**config.mk**
```make
export PLATFORM = sky130hd
export DESIGN_NAME = ddt_regs
export DESIGN_NICKNAME = d
export VERILOG_FILES = /design/src/rtl/ddt_pkg.sv /design/src/rtl/ddt_regs.sv /design/src/rtl/ddt_trig_slot.sv
export SDC_FILE = /design/constraint.sdc
export NUM_CORES = 1
export LEC_CHECK = 0
export BUFFER_PORTS_ARGS = -buffer_cell sky130_fd_sc_hd__buf_4
export CORE_ASPECT_RATIO = 0.75
export CORE_MARGIN = 2
export CORE_UTILIZATION = 59
export CTS_CLUSTER_DIAMETER = 100
export DETAILED_ROUTE_END_ITERATION = 16
export PLACE_DENSITY = 0.92
export SLEW_MARGIN = 0
export SYNTH_ARGS = -nofsm -noshare
export SYNTH_HDL_FRONTEND = slang
export SYNTH_SLANG_ARGS = --single-unit
```
**constraint.sdc**
```tcl
create_clock -name I_CLK_SYS -period 2.98 [get_ports I_CLK_SYS]
set_input_delay 0.298 -clock I_CLK_SYS [delete_from_list [all_inputs] [get_ports I_CLK_SYS]]
set_output_delay 0.298 -clock I_CLK_SYS [all_outputs]
set_load 0.005 [all_outputs]
```
**src/rtl/ddt_pkg.sv**
```systemverilog
// Constants shared by the debug trigger and trap register bank
package ddt_pkg;

  // Core register port
  localparam int          ADDR_W             = 16;
  localparam int          DATA_W             = 32;
  localparam int          NUM_TRIG           = 8;
  localparam int          CORE_IDX_W         = 2;

  // Register offsets
  localparam logic [15:0] OFS_TRAP_CONTROL   = 16'hfd48;
  localparam logic [15:0] OFS_TRIG_ACCUM     = 16'hfd30;
  localparam logic [15:0] OFS_MONITOR_START  = 16'hfd40;
  localparam logic [15:0] OFS_CONTEXT_SAVE   = 16'hfd44;
  localparam logic [15:0] OFS_TRIG_ADDR_BASE = 16'hf000;
  localparam logic [15:0] TRIG_ADDR_STRIDE   = 16'h0004;

  // Field positions
  localparam int          TCR_ACTIVE_BIT     = 0;
  localparam int          ACC_FLAGS_W        = 8;

  // Values after reset
  localparam logic [31:0] RST_TRIG_ADDR      = 32'h0000_0000;
  localparam logic        RST_TRAP_ACTIVE    = 1'h1;
  localparam logic [19:0] RST_UPPER          = 20'ha0000;
  localparam logic [3:0]  RST_MON_FIELD      = 4'h1;
  localparam logic [5:0]  RST_MON_LOW        = 6'h00;
  localparam logic [2:0]  RST_CTX_FIELD      = 3'h2;
  localparam logic [6:0]  RST_CTX_LOW        = 7'h00;

  // Writable bits
  localparam logic [31:0] MON_WR_MASK        = 32'hffff_fffe;
  localparam logic [31:0] CTX_WR_MASK        = 32'hffff_ffc0;
  localparam logic [31:0] PC_CMP_MASK        = 32'hffff_fffe;

  // Cycles from reset release until the core index is loaded
  localparam logic [1:0]  STRAP_SYNC_CYCLES  = 2'h2;

endpackage : ddt_pkg

```
**src/rtl/ddt_regs.sv**
```systemverilog
// Debug trigger, accumulator and breakpoint trap register bank
// How it works
// - Each trigger has a 32-bit read/write compare address
// - PC compares force address bit 0 to zero
// - Eight sticky trigger flags in accumulator low byte
// - Accumulator read returns flags then clears; writes ignored
// - Monitor start address bits 31:1 start trap code
// - Monitor address resets from constant, field, core index
// - Context save pointer bits 31:6 hold save address
// - Context pointer resets from constant, field, core index
// - Taking a breakpoint trap sets trap-active flag
// - Return-from-monitor clears the trap-active flag
// - Core register writes set or clear trap-active
// - Trap-active flag is one after reset
// - Traps taken only while trap-active is zero
`timescale 1ns/1ps
module ddt_regs #(
  parameter int NUM_TRIG = ddt_pkg::NUM_TRIG
) (
  // Clock and reset
  input  wire logic                  I_CLK_SYS,
  input  wire logic                  I_RST_N,
  // Core register access (move to / from core register)
  input  wire logic                  I_WR,
  input  wire logic                  I_RD,
  input  wire logic [15:0]           I_ADDR,
  input  wire logic [31:0]           I_WDATA,
  output logic      [31:0]           O_RDATA,
  output logic                       O_RVALID,
  // Pipeline events
  input  wire logic                  I_TRAP_REQ,
  input  wire logic                  I_RETURN_FROM_MONITOR,
  output logic                       O_TRAP_TAKEN,
  output logic                       O_TRAP_ACTIVE,
  output logic      [31:0]           O_MONITOR_PC,
  output logic      [31:0]           O_CTX_SAVE_ADDR,
  // Trigger comparators
  input  wire logic [NUM_TRIG-1:0]   I_TRIG_HIT,
  input  wire logic [NUM_TRIG-1:0]   I_TRIG_PC_MODE,
  output logic      [NUM_TRIG*32-1:0] O_CMP_ADDR,
  // Strap
  input  wire logic [1:0]            I_CORE_INDEX
);

  logic [NUM_TRIG-1:0]    sel_trig;
  logic [NUM_TRIG-1:0]    seen;
  logic [NUM_TRIG*32-1:0] trig_addr;
  logic [31:0]            trig_rd;
  logic                   sel_tcr;
  logic                   sel_acc;
  logic                   sel_mon;
  logic                   sel_ctx;
  logic                   acc_rd;
  logic                   tcr_wr;
  logic                   trap_take;
  logic [31:0]            rd_mux;
  logic [31:0]            acc_view;
  logic [31:0]            mon_rst;
  logic [31:0]            ctx_rst;
  logic                   load_now;

  logic        trap_active_r;
  logic        trap_active_nxt;
  logic        taken_r;
  logic [31:0] mon_r;
  logic [31:0] mon_nxt;
  logic [31:0] ctx_r;
  logic [31:0] ctx_nxt;
  logic [31:0] rdata_r;
  logic        rvalid_r;
  logic [1:0]  core_s1_r;
  logic [1:0]  core_s2_r;
  logic [1:0]  init_cnt_r;
  logic [1:0]  init_cnt_nxt;
  logic        init_done_r;

  // Address decode
  assign sel_tcr  = (I_ADDR == ddt_pkg::OFS_TRAP_CONTROL);
  assign sel_acc  = (I_ADDR == ddt_pkg::OFS_TRIG_ACCUM);
  assign sel_mon  = (I_ADDR == ddt_pkg::OFS_MONITOR_START);
  assign sel_ctx  = (I_ADDR == ddt_pkg::OFS_CONTEXT_SAVE);
  assign acc_rd   = I_RD & sel_acc;
  assign tcr_wr   = I_WR & sel_tcr;

  // Trigger slots
  genvar k;
  generate
    for (k = 0; k < NUM_TRIG; k++) begin : g_trig
      localparam logic [15:0] SLOT_OFS =
        16'(ddt_pkg::OFS_TRIG_ADDR_BASE + 16'(k) * ddt_pkg::TRIG_ADDR_STRIDE);
      assign sel_trig[k] = (I_ADDR == SLOT_OFS);
      ddt_trig_slot u_slot (
        .i_clk      (I_CLK_SYS),
        .i_rst_n    (I_RST_N),
        .i_wr_en    (I_WR & sel_trig[k]),
        .i_wdata    (I_WDATA),
        .i_acc_rd   (acc_rd),
        .i_hit      (I_TRIG_HIT[k]),
        .i_pc_mode  (I_TRIG_PC_MODE[k]),
        .o_addr     (trig_addr[k*32 +: 32]),
        .o_cmp_addr (O_CMP_ADDR[k*32 +: 32]),
        .o_seen     (seen[k])
      );
    end
  endgenerate

  always_comb begin
    trig_rd = 32'h0;
    for (int i = 0; i < NUM_TRIG; i++) begin
      trig_rd = trig_rd | (sel_trig[i] ? trig_addr[i*32 +: 32] : 32'h0);
    end
  end

  // Reserved accumulator bits read zero
  assign acc_view = 32'(seen[ddt_pkg::ACC_FLAGS_W-1:0]);

  // Unmapped addresses read zero
  assign rd_mux = sel_tcr ? {31'h0, trap_active_r} :
                  sel_acc ? acc_view :
                  sel_mon ? mon_r :
                  sel_ctx ? ctx_r : trig_rd;

  // Core index strap: synchronised, then loaded once after reset
  assign mon_rst = {ddt_pkg::RST_UPPER, ddt_pkg::RST_MON_FIELD, core_s2_r,
                    ddt_pkg::RST_MON_LOW};
  assign ctx_rst = {ddt_pkg::RST_UPPER, ddt_pkg::RST_CTX_FIELD, core_s2_r,
                    ddt_pkg::RST_CTX_LOW};
  assign load_now     = ~init_done_r & (init_cnt_r == ddt_pkg::STRAP_SYNC_CYCLES);
  assign init_cnt_nxt = init_done_r ? init_cnt_r : 2'(init_cnt_r + 2'h1);

  // Strap load beats a software write that races it
  assign mon_nxt = load_now ? mon_rst :
                   (I_WR & sel_mon) ? (I_WDATA & ddt_pkg::MON_WR_MASK) : mon_r;
  assign ctx_nxt = load_now ? ctx_rst :
                   (I_WR & sel_ctx) ? (I_WDATA & ddt_pkg::CTX_WR_MASK) : ctx_r;

  // Trap gate and trap-active flag; the trap's set wins over any clear
  assign trap_take       = I_TRAP_REQ & ~trap_active_r;
  assign trap_active_nxt = trap_take             ? 1'b1 :
                           tcr_wr                ? I_WDATA[ddt_pkg::TCR_ACTIVE_BIT] :
                           I_RETURN_FROM_MONITOR ? 1'b0 :
                           trap_active_r;

  always_ff @(posedge I_CLK_SYS or negedge I_RST_N) begin
    if (!I_RST_N) begin
      trap_active_r <= ddt_pkg::RST_TRAP_ACTIVE;
      taken_r       <= 1'b0;
    end else begin
      trap_active_r <= trap_active_nxt;
      taken_r       <= trap_take;
    end
  end

  always_ff @(posedge I_CLK_SYS or negedge I_RST_N) begin
    if (!I_RST_N) begin
      mon_r <= 32'h0;
      ctx_r <= 32'h0;
    end else begin
      mon_r <= mon_nxt;
      ctx_r <= ctx_nxt;
    end
  end

  always_ff @(posedge I_CLK_SYS or negedge I_RST_N) begin
    if (!I_RST_N) begin
      core_s1_r   <= 2'h0;
      core_s2_r   <= 2'h0;
      init_cnt_r  <= 2'h0;
      init_done_r <= 1'b0;
    end else begin
      core_s1_r   <= I_CORE_INDEX;
      core_s2_r   <= core_s1_r;
      init_cnt_r  <= init_cnt_nxt;
      init_done_r <= init_done_r | load_now;
    end
  end

  // Read answer one cycle after the strobe; data holds until the next read
  always_ff @(posedge I_CLK_SYS or negedge I_RST_N) begin
    if (!I_RST_N) begin
      rdata_r  <= 32'h0;
      rvalid_r <= 1'b0;
    end else begin
      rdata_r  <= I_RD ? rd_mux : rdata_r;
      rvalid_r <= I_RD;
    end
  end

  assign O_RDATA         = rdata_r;
  assign O_RVALID        = rvalid_r;
  assign O_TRAP_TAKEN    = taken_r;
  assign O_TRAP_ACTIVE   = trap_active_r;
  assign O_MONITOR_PC    = mon_r;
  assign O_CTX_SAVE_ADDR = ctx_r;
endmodule : ddt_regs

```
**src/rtl/ddt_trig_slot.sv**
```systemverilog
// One debug trigger: compare address register and sticky seen flag
`timescale 1ns/1ps
module ddt_trig_slot (
  // Clock and reset
  input  wire logic        i_clk,
  input  wire logic        i_rst_n,
  // Register access
  input  wire logic        i_wr_en,
  input  wire logic [31:0] i_wdata,
  input  wire logic        i_acc_rd,
  // Trigger side
  input  wire logic        i_hit,
  input  wire logic        i_pc_mode,
  output logic      [31:0] o_addr,
  output logic      [31:0] o_cmp_addr,
  output logic             o_seen
);

  logic [31:0] addr_r;
  logic [31:0] addr_nxt;
  logic [31:0] cmp_r;
  logic [31:0] cmp_nxt;
  logic        seen_r;
  logic        seen_nxt;

  assign addr_nxt = i_wr_en ? i_wdata : addr_r;
  // PC fetches are halfword aligned, so bit 0 never takes part
  assign cmp_nxt  = i_pc_mode ? (addr_nxt & ddt_pkg::PC_CMP_MASK) : addr_nxt;
  // Set wins over the read clear so a hit in the read cycle survives
  assign seen_nxt = i_hit | (seen_r & ~i_acc_rd);

  always_ff @(posedge i_clk or negedge i_rst_n) begin
    if (!i_rst_n) begin
      addr_r <= ddt_pkg::RST_TRIG_ADDR;
      cmp_r  <= ddt_pkg::RST_TRIG_ADDR;
      seen_r <= 1'h0;
    end else begin
      addr_r <= addr_nxt;
      cmp_r  <= cmp_nxt;
      seen_r <= seen_nxt;
    end
  end

  assign o_addr     = addr_r;
  assign o_cmp_addr = cmp_r;
  assign o_seen     = seen_r;
endmodule : ddt_trig_slot

```
# Word-level counts from Yosys, hierarchy flattened
# Cells that the tools add are included.
# classes
bitwise_logic	41
n_eq_ne	13
reduce_logical	3
addsub	1
n_mux	35
# ops
operator	count
$mux W32	24
$or A32 B32 Y32	7
$eq A16 B16 Y1 const B	12
$and A1 B1 Y1	22
$mux W1	11
$or A1 B1 Y1	9
$reduce_bool A2 Y1	2
$not A1 Y1	3
$reduce_bool A3 Y1	1
$add A2 B1 Y2 const B	1
$eq A2 B2 Y1 const B	1
# word_totals
ff_bits	626
input_bits	72
wordCells	127
output_inout_bits	355

# Logic depth before layout (Yosys ltp)
# Gate-level depths: netlist of run 1.
# depth
ltp_word	13
depth_mapped	9
depth_no_buf	6

# Modules after synthesis
# From an unflattened synthesis of run 1, not the netlist that was laid out.
# hier_totals
hier_cells	1616
hier_area_um2	19653.8
# modules_own_cells
module	cells_per_inst	seq_area_each_um2	n_inst	area_each_um2
ddt_trig_slot	104	850.8	8	1656.6
ddt_regs	784	2478.6	1	6401.1

# Worst setup path before layout of run 1
# No wires, ideal clock.
# synth_timing
path_type	input to register
from	in I_ADDR[6]
to	reg rdata_r[22] (netlist: O_RDATA[22])
cell_stages	8
arrival_ns	2.126
path_buffers	3
path_slack_ns	0.779
setup_time_ns	0.075
path_cell_list	buf_4 or4b_4 buf_6 nor4_4 buf_6 a222oi_1 and3_1 o2bb2ai_2
# synth_via
elab_chain_cells	13
word_cells_on_any_way	31
cone_classes	12 x eq/ne; 12 x mux; 7 x bitwise
# synth_lines
item	line_no	text
from (decl)	ddt_regs.sv:26	input wire logic [15:0] I_ADDR,
$eq A16 B16 Y1	ddt_regs.sv:91	assign sel_trig[k] = (I_ADDR == SLOT_OFS);
$mux W32	ddt_regs.sv:110	trig_rd = trig_rd | (sel_trig[i] ? trig_addr[i*32 +: 32] : 32'h0);
$or A32 B32 Y32 (7 in a row)	ddt_regs.sv:110	
$mux W32	ddt_regs.sv:121	sel_ctx ? ctx_r : trig_rd;
$mux W32	ddt_regs.sv:120	sel_mon ? mon_r :
$mux W32	ddt_regs.sv:119	sel_acc ? acc_view :
$mux W32 *	ddt_regs.sv:118	assign rd_mux = sel_tcr ? {31'h0, trap_active_r} :
to (signal assigned)	ddt_regs.sv:184	rdata_r <= I_RD ? rd_mux : rdata_r;
to (decl)	ddt_regs.sv:69	logic [31:0] rdata_r;
# Every way passes the cells marked *; elsewhere a longest branch is shown, timed or not.
# A chain may end at the register's enable or synchronous reset.

# Final worst setup path of run 1
# layout_timing
from	reg init_cnt_r[0]
to	reg mon_r[6] (netlist: O_MONITOR_PC[6])
# layout_via
elab_chain_cells	3
word_cells_on_any_way	4
cone_classes	1 x eq/ne; 1 x mux; 1 x bitwise; 1 x reduce/logical
# layout_lines
item	line_no	text
from (decl)	ddt_regs.sv:73	logic [1:0] init_cnt_r;
from (signal assigned)	ddt_regs.sv:173	init_cnt_r <= init_cnt_nxt;
$eq A2 B2 Y1 *	ddt_regs.sv:128	assign load_now = ~init_done_r & (init_cnt_r == ddt_pkg::STRAP_SYNC_CYCLES);
$and A1 B1 Y1 *	ddt_regs.sv:128	
$mux W32 or $reduce_bool A2 Y1 (tied branches)	n/a	
to (signal assigned)	ddt_regs.sv:159	mon_r <= mon_nxt;
to (decl)	ddt_regs.sv:65	logic [31:0] mon_r;
# Marks and branches as above.

==> results.md, run 1 <==
* Status: finished, final reports clean
* Cells after synthesis at 1,827
* Peak Freq at 0.409 GHz
* Reported leakage power at 11.4 nW
* Core box area at 0.0303 sq mm
* Synthesized area per cell at 10.0 sq um
* Ports at 427
* Crit path buf inv count at 2
* Worst-Skew Late Latency at 0.54 ns
* M1 wire length at 24.9 mm
* R2R Setup Slk at 0.53 ns
* Max Slew Vio Count at 0
* Max-cap viol count at 0
* Worst Setup End Kind: flip-flop
* Post-synth top cells: nand2_1 (541), dfrtp_1 (370), buf_4 (261)
* CP Data Required Time at 3.41 ns
* Post-synth EDFFs at 0
* H-Tree Depth at 2
* DR top layer: met4
* Vias post-DR at 16,057
* Worst Path Arrival at 2.87 ns
* Clock Skew at around 0.011 ns
* CP Class: reg2reg
* DRC errors left at 0
* Biggest area consumer among synthesized cells: dfrtp_1
* Global-route wire length before repair at 102 mm
* WL/cell at 28.8 um
* IO buf count at 419
* Setup TNS at 0 ns
* Total GRT Usage at 42.5%
* Post-synthesis async set-or-reset flop share at 100%
* DRT antenna net count at 0
* RSZ-0062 raised after global routing: no
* Placed insts at 2,353
* Sequential share of power at 47.9%
* Synth cell types at 68
* Final Setup Violations at 0
* CP Launch Type: flip-flop
* Top delay family on crit path: compound AO/OA/AOI/OAI gates
* # diodes at 0
* Clock power share at a little under half
* Synth Warn # at 0
* CTS Sinks at 371
* Sequential area share after synthesis at 50.7%
* Cell-internal power at 0.00816 W
* Combinational share of power at 4.4%
* Period utilization at 82.1%
* CTS Buf Count at 38
* Post-DP HPWL at between 40 and 50 mm
* Register area at between 0.009 and 0.01 sq mm
* Yosys top cell area share at 50.5%
* Die area at 0.0325 sq mm
* Cell Rows at 55
* Share of cells above drive strength 1 at 32.4%
* Hold WC Path Type: in2reg
* Nets at roughly 2,100
* Top FF cell, synth: dfrtp_1
* Synth area leaders: dfrtp_1 (51%), nand2_1 (11%), buf_4 (11%)
* WL met3 at 11.0 mm
* Pwr dens at 483 mW/mm^2
* Layout area overhead at 19.1%
* Worst-path clk slew at 0.06 ns
* Final Instance Count excl. Fillers at 2,439
* Mapped Area at 0.0183 sq mm
* Count leader, synth: nand2_1
* Root buf cell: clkbuf_16
* VDD IR max at 0.331 mV
* CP max FO at 30
* Longest Clk Path Bufs at 3
* Starting Density at around three fifths
* Net Sw Power at about 0.0024 W
* Crit path largest cell delay at 1.00 ns
* Routed wire length at 70.1 mm
* Antenna violations before repair at 0
* Largest net degree at the start of global routing at a little under 90
* Die W at just over 200 um
* Router iterations before antenna repair at 9
* Slew @ Worst Pin at 1.32 ns
* GR Overflow Total at 0
* Switching share of total power at 22.6%
* Drt via density at approximately 6.6
* First DRT Iteration DRCs at 2,258
* Multi-input gate area at 0.00668 sq mm
* Slew headroom at around 12%
* Die Span Y at roughly 160 um
* Slowest cell on crit path: a21oi_4
* Met2 routed WL at slightly above 30 mm
* Fin crit period at 2.45 ns
* Hold Violations, Final at 0
* FILL cells at roughly 2,000
* Vias in the first global route at 15,903
* Seq cells post-synth at 371
* Postcts setup bufs at 0
* WHS at 0.0337 ns
* Routability cong. at 1.01
* TritonCTS clock tree: yes
* Critical path cell sequence: inv_1, ha_1, nor2b_1, a21oi_4, buf_4, a21oi_1, a21o_1
==> state kept, by name, summed over array words and instances, names as in the netlist <==
register / count
init_done_r: 1
O_MONITOR_PC: 31
O_RVALID: 1
O_TRAP_TAKEN: 1
g_trig.u_slot.o_seen: 8
core_s2_r: 2
O_TRAP_ACTIVE: 1
init_cnt_r: 2
g_trig.u_slot.o_cmp_addr: 8
g_trig.u_slot.o_addr: 256
O_CTX_SAVE_ADDR: 26
core_s1_r: 2
O_RDATA: 32
==> layout make-up <==
class	instances	share of cell area (%)
clock buffers	55	4.97
clock inverters	11	0.854
inverters	8	0.138
multi-input cells	1074	30.6
flip-flops and latches	371	42.5
well taps	399	2.29
repair buffers	521	18.6
==> repair_timing <==
action                    in CTS  in global routing
hold endpoints to repair      92                  0
resized for setup              0                  0
hold buffers                  20                  0
==> logic make-up after synthesis <==
kind of cell | count (synthesis) | share of synthesized area (%)
AND/OR/NAND/NOR | 699 | 17.3
buffers and inverters | 388 | 13.6
XOR/XNOR | 1 | 0.0478
multiplexers | 107 | 6.51
AO/OA/AOI/OAI | 259 | 11.8
flip-flops | 371 | 50.7
adder cells (fa/ha/maj) | 1 | 0.0683
other | 1 | 0.0205
==> power groups by stage <==
stage	Sequential (W)	Combinational [W]	Clock (W)
global route	0.00506	0.000499	0.00524
CTS	0.00506	0.000456	0.00501
global placement	0.00515	0.000420	0
finish	0.00506	0.000466	0.00503
floorplan	0.00515	0.000161	0
detailed placement	0.00515	0.000432	0
==> routing by layer <==
| metal | global-route usage, % | vias up |
|---|---|---|
| li1 | - | 6399 |
| met4 | 22.0 | 0 |
| met3 | 13.6 | 326 |
| met2 | 63.8 | 1576 |
| met5 | 0 | - |
| met1 | 55.7 | 7756 |
==> metrics by stage <==
| stage | utilization (%) | area, sq um | worst slack [ns] | total power (W) |
|---|---|---|---|---|
| 3_3_place_gp | 67.1 | 20400 | 0.339 | 0.00557 |
| 6_report | 71.9 | 21800 | 0.533 | 0.0106 |
| 4_1_cts | 71.9 | 21800 | 0.603 | 0.0105 |
| 2_1_floorplan | - | 18300 | 0.779 | 0.00531 |
| 3_5_place_dp | 67.1 | 20400 | 0.281 | 0.00558 |
| 5_1_grt | 71.9 | 21800 | 0.493 | 0.0108 |
==> worst register-to-register path: cells and delay by family (launching register included) <==
family | cells | cell delay, ns
AOI/OAI and AO/OA | 3 | 1.19
DFF | 1 | 0.37
buffers and inverters | 2 | 0.33
and+or+nand+nor | 1 | 0.23
adders and majority gates | 1 | 0.21
==> cells in the final DEF (no fill, tap or decap), types with 8 or more instances in the layout <==
| cell type | count |
|---|---|
| mux2_2 | 48 |
| a222oi_1 | 52 |
| o2bb2ai_1 | 12 |
| a22oi_2 | 12 |
| nand4_1 | 10 |
| a21oi_1 | 16 |
| o21ai_0 | 39 |
| and3_1 | 23 |
| a22o_1 | 54 |
| a22oi_1 | 17 |
| buf_12 | 8 |
| clkbuf_1 | 11 |
| dlygate4sd3_1 | 20 |
| and4_1 | 8 |
| nor3_1 | 12 |
| mux2i_1 | 9 |
| mux2_1 | 50 |
| nand3_1 | 10 |
| clkbuf_16 | 39 |
| nand2b_1 | 20 |
| nor4_4 | 8 |
| dfrtp_1 | 370 |
| a221oi_1 | 11 |
| a21o_1 | 9 |
| nor2_1 | 14 |
| buf_4 | 492 |
| nand2_1 | 540 |
==> path summary, 6_finish.rpt <==
| kind | end | cells past startpoint | from |
|---|---|---|---|
| max | O_MONITOR_PC[6]$_DFFE_PN0P_ | 7 | init_cnt_r[0]$_DFFE_PN0N_ |
| max in group asynchronous | g_trig[1].u_slot.o_addr[24]$_DFFE_PN0P_ | 3 | I_RST_N |
| min | O_TRAP_TAKEN$_DFF_PN0_ | 2 | I_TRAP_REQ |
| min in group asynchronous | O_MONITOR_PC[2]$_DFFE_PN0P_ | 2 | I_RST_N |
| min reg2reg | core_s2_r[1]$_DFF_PN0_ | 0 | core_s1_r[1]$_DFF_PN0_ |
| max reg2reg | O_MONITOR_PC[6]$_DFFE_PN0P_ | 7 | init_cnt_r[0]$_DFFE_PN0N_ |
(Power assumes the default switching activity.)
==> run 2, diff against run 1 <==
Settings changed: CORE_UTILIZATION 59 to 49, PLACE_DENSITY 0.92 to 0.83.
Clock period 2.98 ns to 2.1 ns, I/O delays scaled along.
==> results.md, run 2 (synthesized netlist as in run 1, its figures left out) <==
* Largest register FFs at 256 (unchanged)
* Cell-internal power at 0.0115 W (+41%)
* TritonCTS clock tree: yes
* DRC errors left at 0 (unchanged)
* RSZ-0062 raised after global routing: no
* First DRT Iteration DRCs at 2,585 (+14%)
* Die Span Y at 171 um (+9.5%)
* Worst-Skew Late Latency at 0.54 ns (about the same)
* Worst Setup End Kind: flip-flop
* Crit path largest cell delay at 0.52 ns (-0.48 ns)
* Hold WC Path Type: in2reg
* Max-cap viol count at 0 (unchanged)
* Starting Density at 49.6% (-11 points)
* CP max FO at 12 (-60%)
* Worst Path Arrival at 2.34 ns (-0.53 ns)
* Pwr dens at 639 mW/mm^2 (+32%)
* Slowest cell on crit path: or4_1
* Most frequent cells in the layout: buf_4 (549), nand2_1 (540), dfrtp_1 (370)
* GR Overflow Total at 0 (unchanged)
* Max Slew Vio Count at 0 (unchanged)
* Clock Skew at 0.0167 ns (+0.00613 ns)
* Period utilization at 89.6%
* Layout area overhead at 27.4%
* Nets at 2,208 (+5.8%)
* Global-route wire length before repair at 105 mm (+2.5%)
* Most used cell, CP: buf_4
* Routability cong. at 0.984 (-2.6%)
* Largest net degree at the start of global routing at 80 (-9.1%)
* CTS Buf Count at 38 (unchanged)
* Placed cell area at 0.0216 sq mm (+5.9%)
* Cell Rows at 61 (+11%)
* Net Sw Power at 0.00341 W (+43%)
* Total GRT Usage at 36.8% (-5.7 points)
* Longest Clk Path Bufs at 3 (unchanged)
* DP Worst Slack at -0.285 ns (-0.566 ns)
* Clock power share at 46.7% (-1.0 points)
* Status: finished, final reports clean
* Worst Setup Slack, final at 0.217 ns (-0.316 ns)
* IO buf count at 419 (unchanged)
* Reported leakage power at 12.1 nW (+6.0%)
* Commonest non-fill, non-tap cell in the layout: buf_4
* CP Class: in2reg
* Routed wire length at 72.5 mm (+3.4%)
* VDD IR max at 0.488 mV (+48%)
* Combinational share of power at 5.2% (+0.8 points)
* Fin area at 0.0233 sq mm (+6.9%)
* Final Setup Violations at 0 (unchanged)
* Switching share of total power at 22.9% (+0.22 points)
* CTS Sinks at 371 (unchanged)
* Router iterations before antenna repair at 9 (unchanged)
* Hold Violations, Final at 0 (unchanged)
* Vias in the first global route at 16,411 (+3.2%)
* DRT antenna net count at 0 (unchanged)
* Peak Freq at roughly 0.53 GHz
* CP Launch Type: input port
* Post-DP HPWL at 51.7 mm (+7.8%)
* WL/cell at 27.2 um (-5.5%)
* Worst-path clk slew at 0.06 ns (about the same)
* Ports at 427 (unchanged)
* Fin crit period at 1.88 ns
* Antenna violations before repair at 2 (+2)
* CP Data Required Time at 2.56 ns (-0.85 ns)
* Critical path cell sequence: buf_4, or4_1, buf_4, buf_4, nor4_4, buf_4, a22o_1, a221oi_1, and4_4, o2bb2ai_1
* Core box area at 0.0369 sq mm (+22%)
* Root buf cell: clkbuf_16
* Die W at 227 um (+9.5%)
* H-Tree Depth at 2 (unchanged)
* Drt via density at 6.14 (-6.8%)
* Share of cells above drive strength 1 at 34.8% (+2.5 points)
* Vias post-DR at 16,373 (+2.0%)
* Sequential share of power at 48.1% (+0.2 points)
* Die area at 0.0390 sq mm (+20%)
* FILL cells at 2,927 (+43%)
run 2: cell types whose count changed in the layout (fill, tap and decap cells not counted), moves of 2 or more:
cell           delta
buf_4            +57
dlygate4sd3_1    +33
buf_12           +31
bufinv_16         -2
clkbuf_8          +2
nor2_2            -2
nor2_4            +2
run 2: worst max-delay path: cells and delay by family:
kind	cells	cell delay [ns]
buf+inv	4	0.78
simple gates	3	0.98
compound gates	3	0.37
run 2: final cells by class:
type,count,area [sq um],area share (%)
Sequential cell,371,9290,39.8
Multi-Input combinational cell,1074,6690,28.7
Timing Repair Buffer,642,5450,23.3
Clock buffer,56,1110,4.75
Tap cell,504,631,2.70
Clock inverter,12,148,0.632
Inverter,8,30.0,0.129
Antenna cell,1,2.50,0.0107
run 2: path summary, 6_finish.rpt:
path / startpoint / end / slack (ns) / cells after the start
max in group asynchronous: I_RST_N / g_trig[0].u_slot.o_addr[25]$_DFFE_PN0P_ / 1.07 / 4
setup reg to reg: init_cnt_r[0]$_DFFE_PN0N_ / O_CTX_SAVE_ADDR[23]$_DFFE_PN0P_ / 0.34 / 7
min in group asynchronous: I_RST_N / g_trig[3].u_slot.o_seen$_DFF_PN0_ / 0.20 / 2
hold reg to reg: core_s1_r[0]$_DFF_PN0_ / core_s2_r[0]$_DFF_PN0_ / 0.36 / 0
hold / removal: I_RETURN_FROM_MONITOR / O_TRAP_ACTIVE$_DFFE_PN1P_ / 0.14 / 3
setup / recovery: I_ADDR[7] / O_RDATA[12]$_DFFE_PN0P_ / 0.22 / 10
run 2: through the flow:
step | total power, W | instances | setup TNS [ns] | util (%) | hold slack [ns]
finish | 0.0149 | 2668 | 0 | 63.2 | 0.143
global route | 0.0153 | 2668 | 0 | 63.2 | 0.151
CTS | 0.0149 | 2667 | 0 | 63.2 | 0.119
detailed placement | 0.00799 | 2546 | -10.67 | 58.4 | 0.166
global placement | 0.00798 | 2546 | -8.15 | 58.4 | 0.169
floorplan | 0.00754 | 1833 | 0 | - | -0.0856
run 2: power groups by stage:
stage                     combinational (W)  sequential (W)  clock [W]
after floorplan                    0.000231         0.00731          0
after global placement             0.000668         0.00731          0
after detailed placement           0.000679         0.00731          0
after CTS                          0.000763         0.00718    0.00697
after global routing               0.000827         0.00717    0.00728
final                              0.000776         0.00718    0.00696
run 2: timing repair:
item	in CTS	in global routing
hold buffers	53	0
buffers inserted	0	0
endpoints found under the hold margin	351	0
resized for setup	0	0
run 2: metal layers:
metal  GRT usage, %  vias up  part of all wire [%]  wire length (um)
met5              0        -                 0.018                13
met4           20.2        2                   5.9              4290
met3           11.5      336                    14             10300
met2           55.0     1450                    44             31700
met1           47.7     7941                    36             26300
li1               -     6644                     -                 -
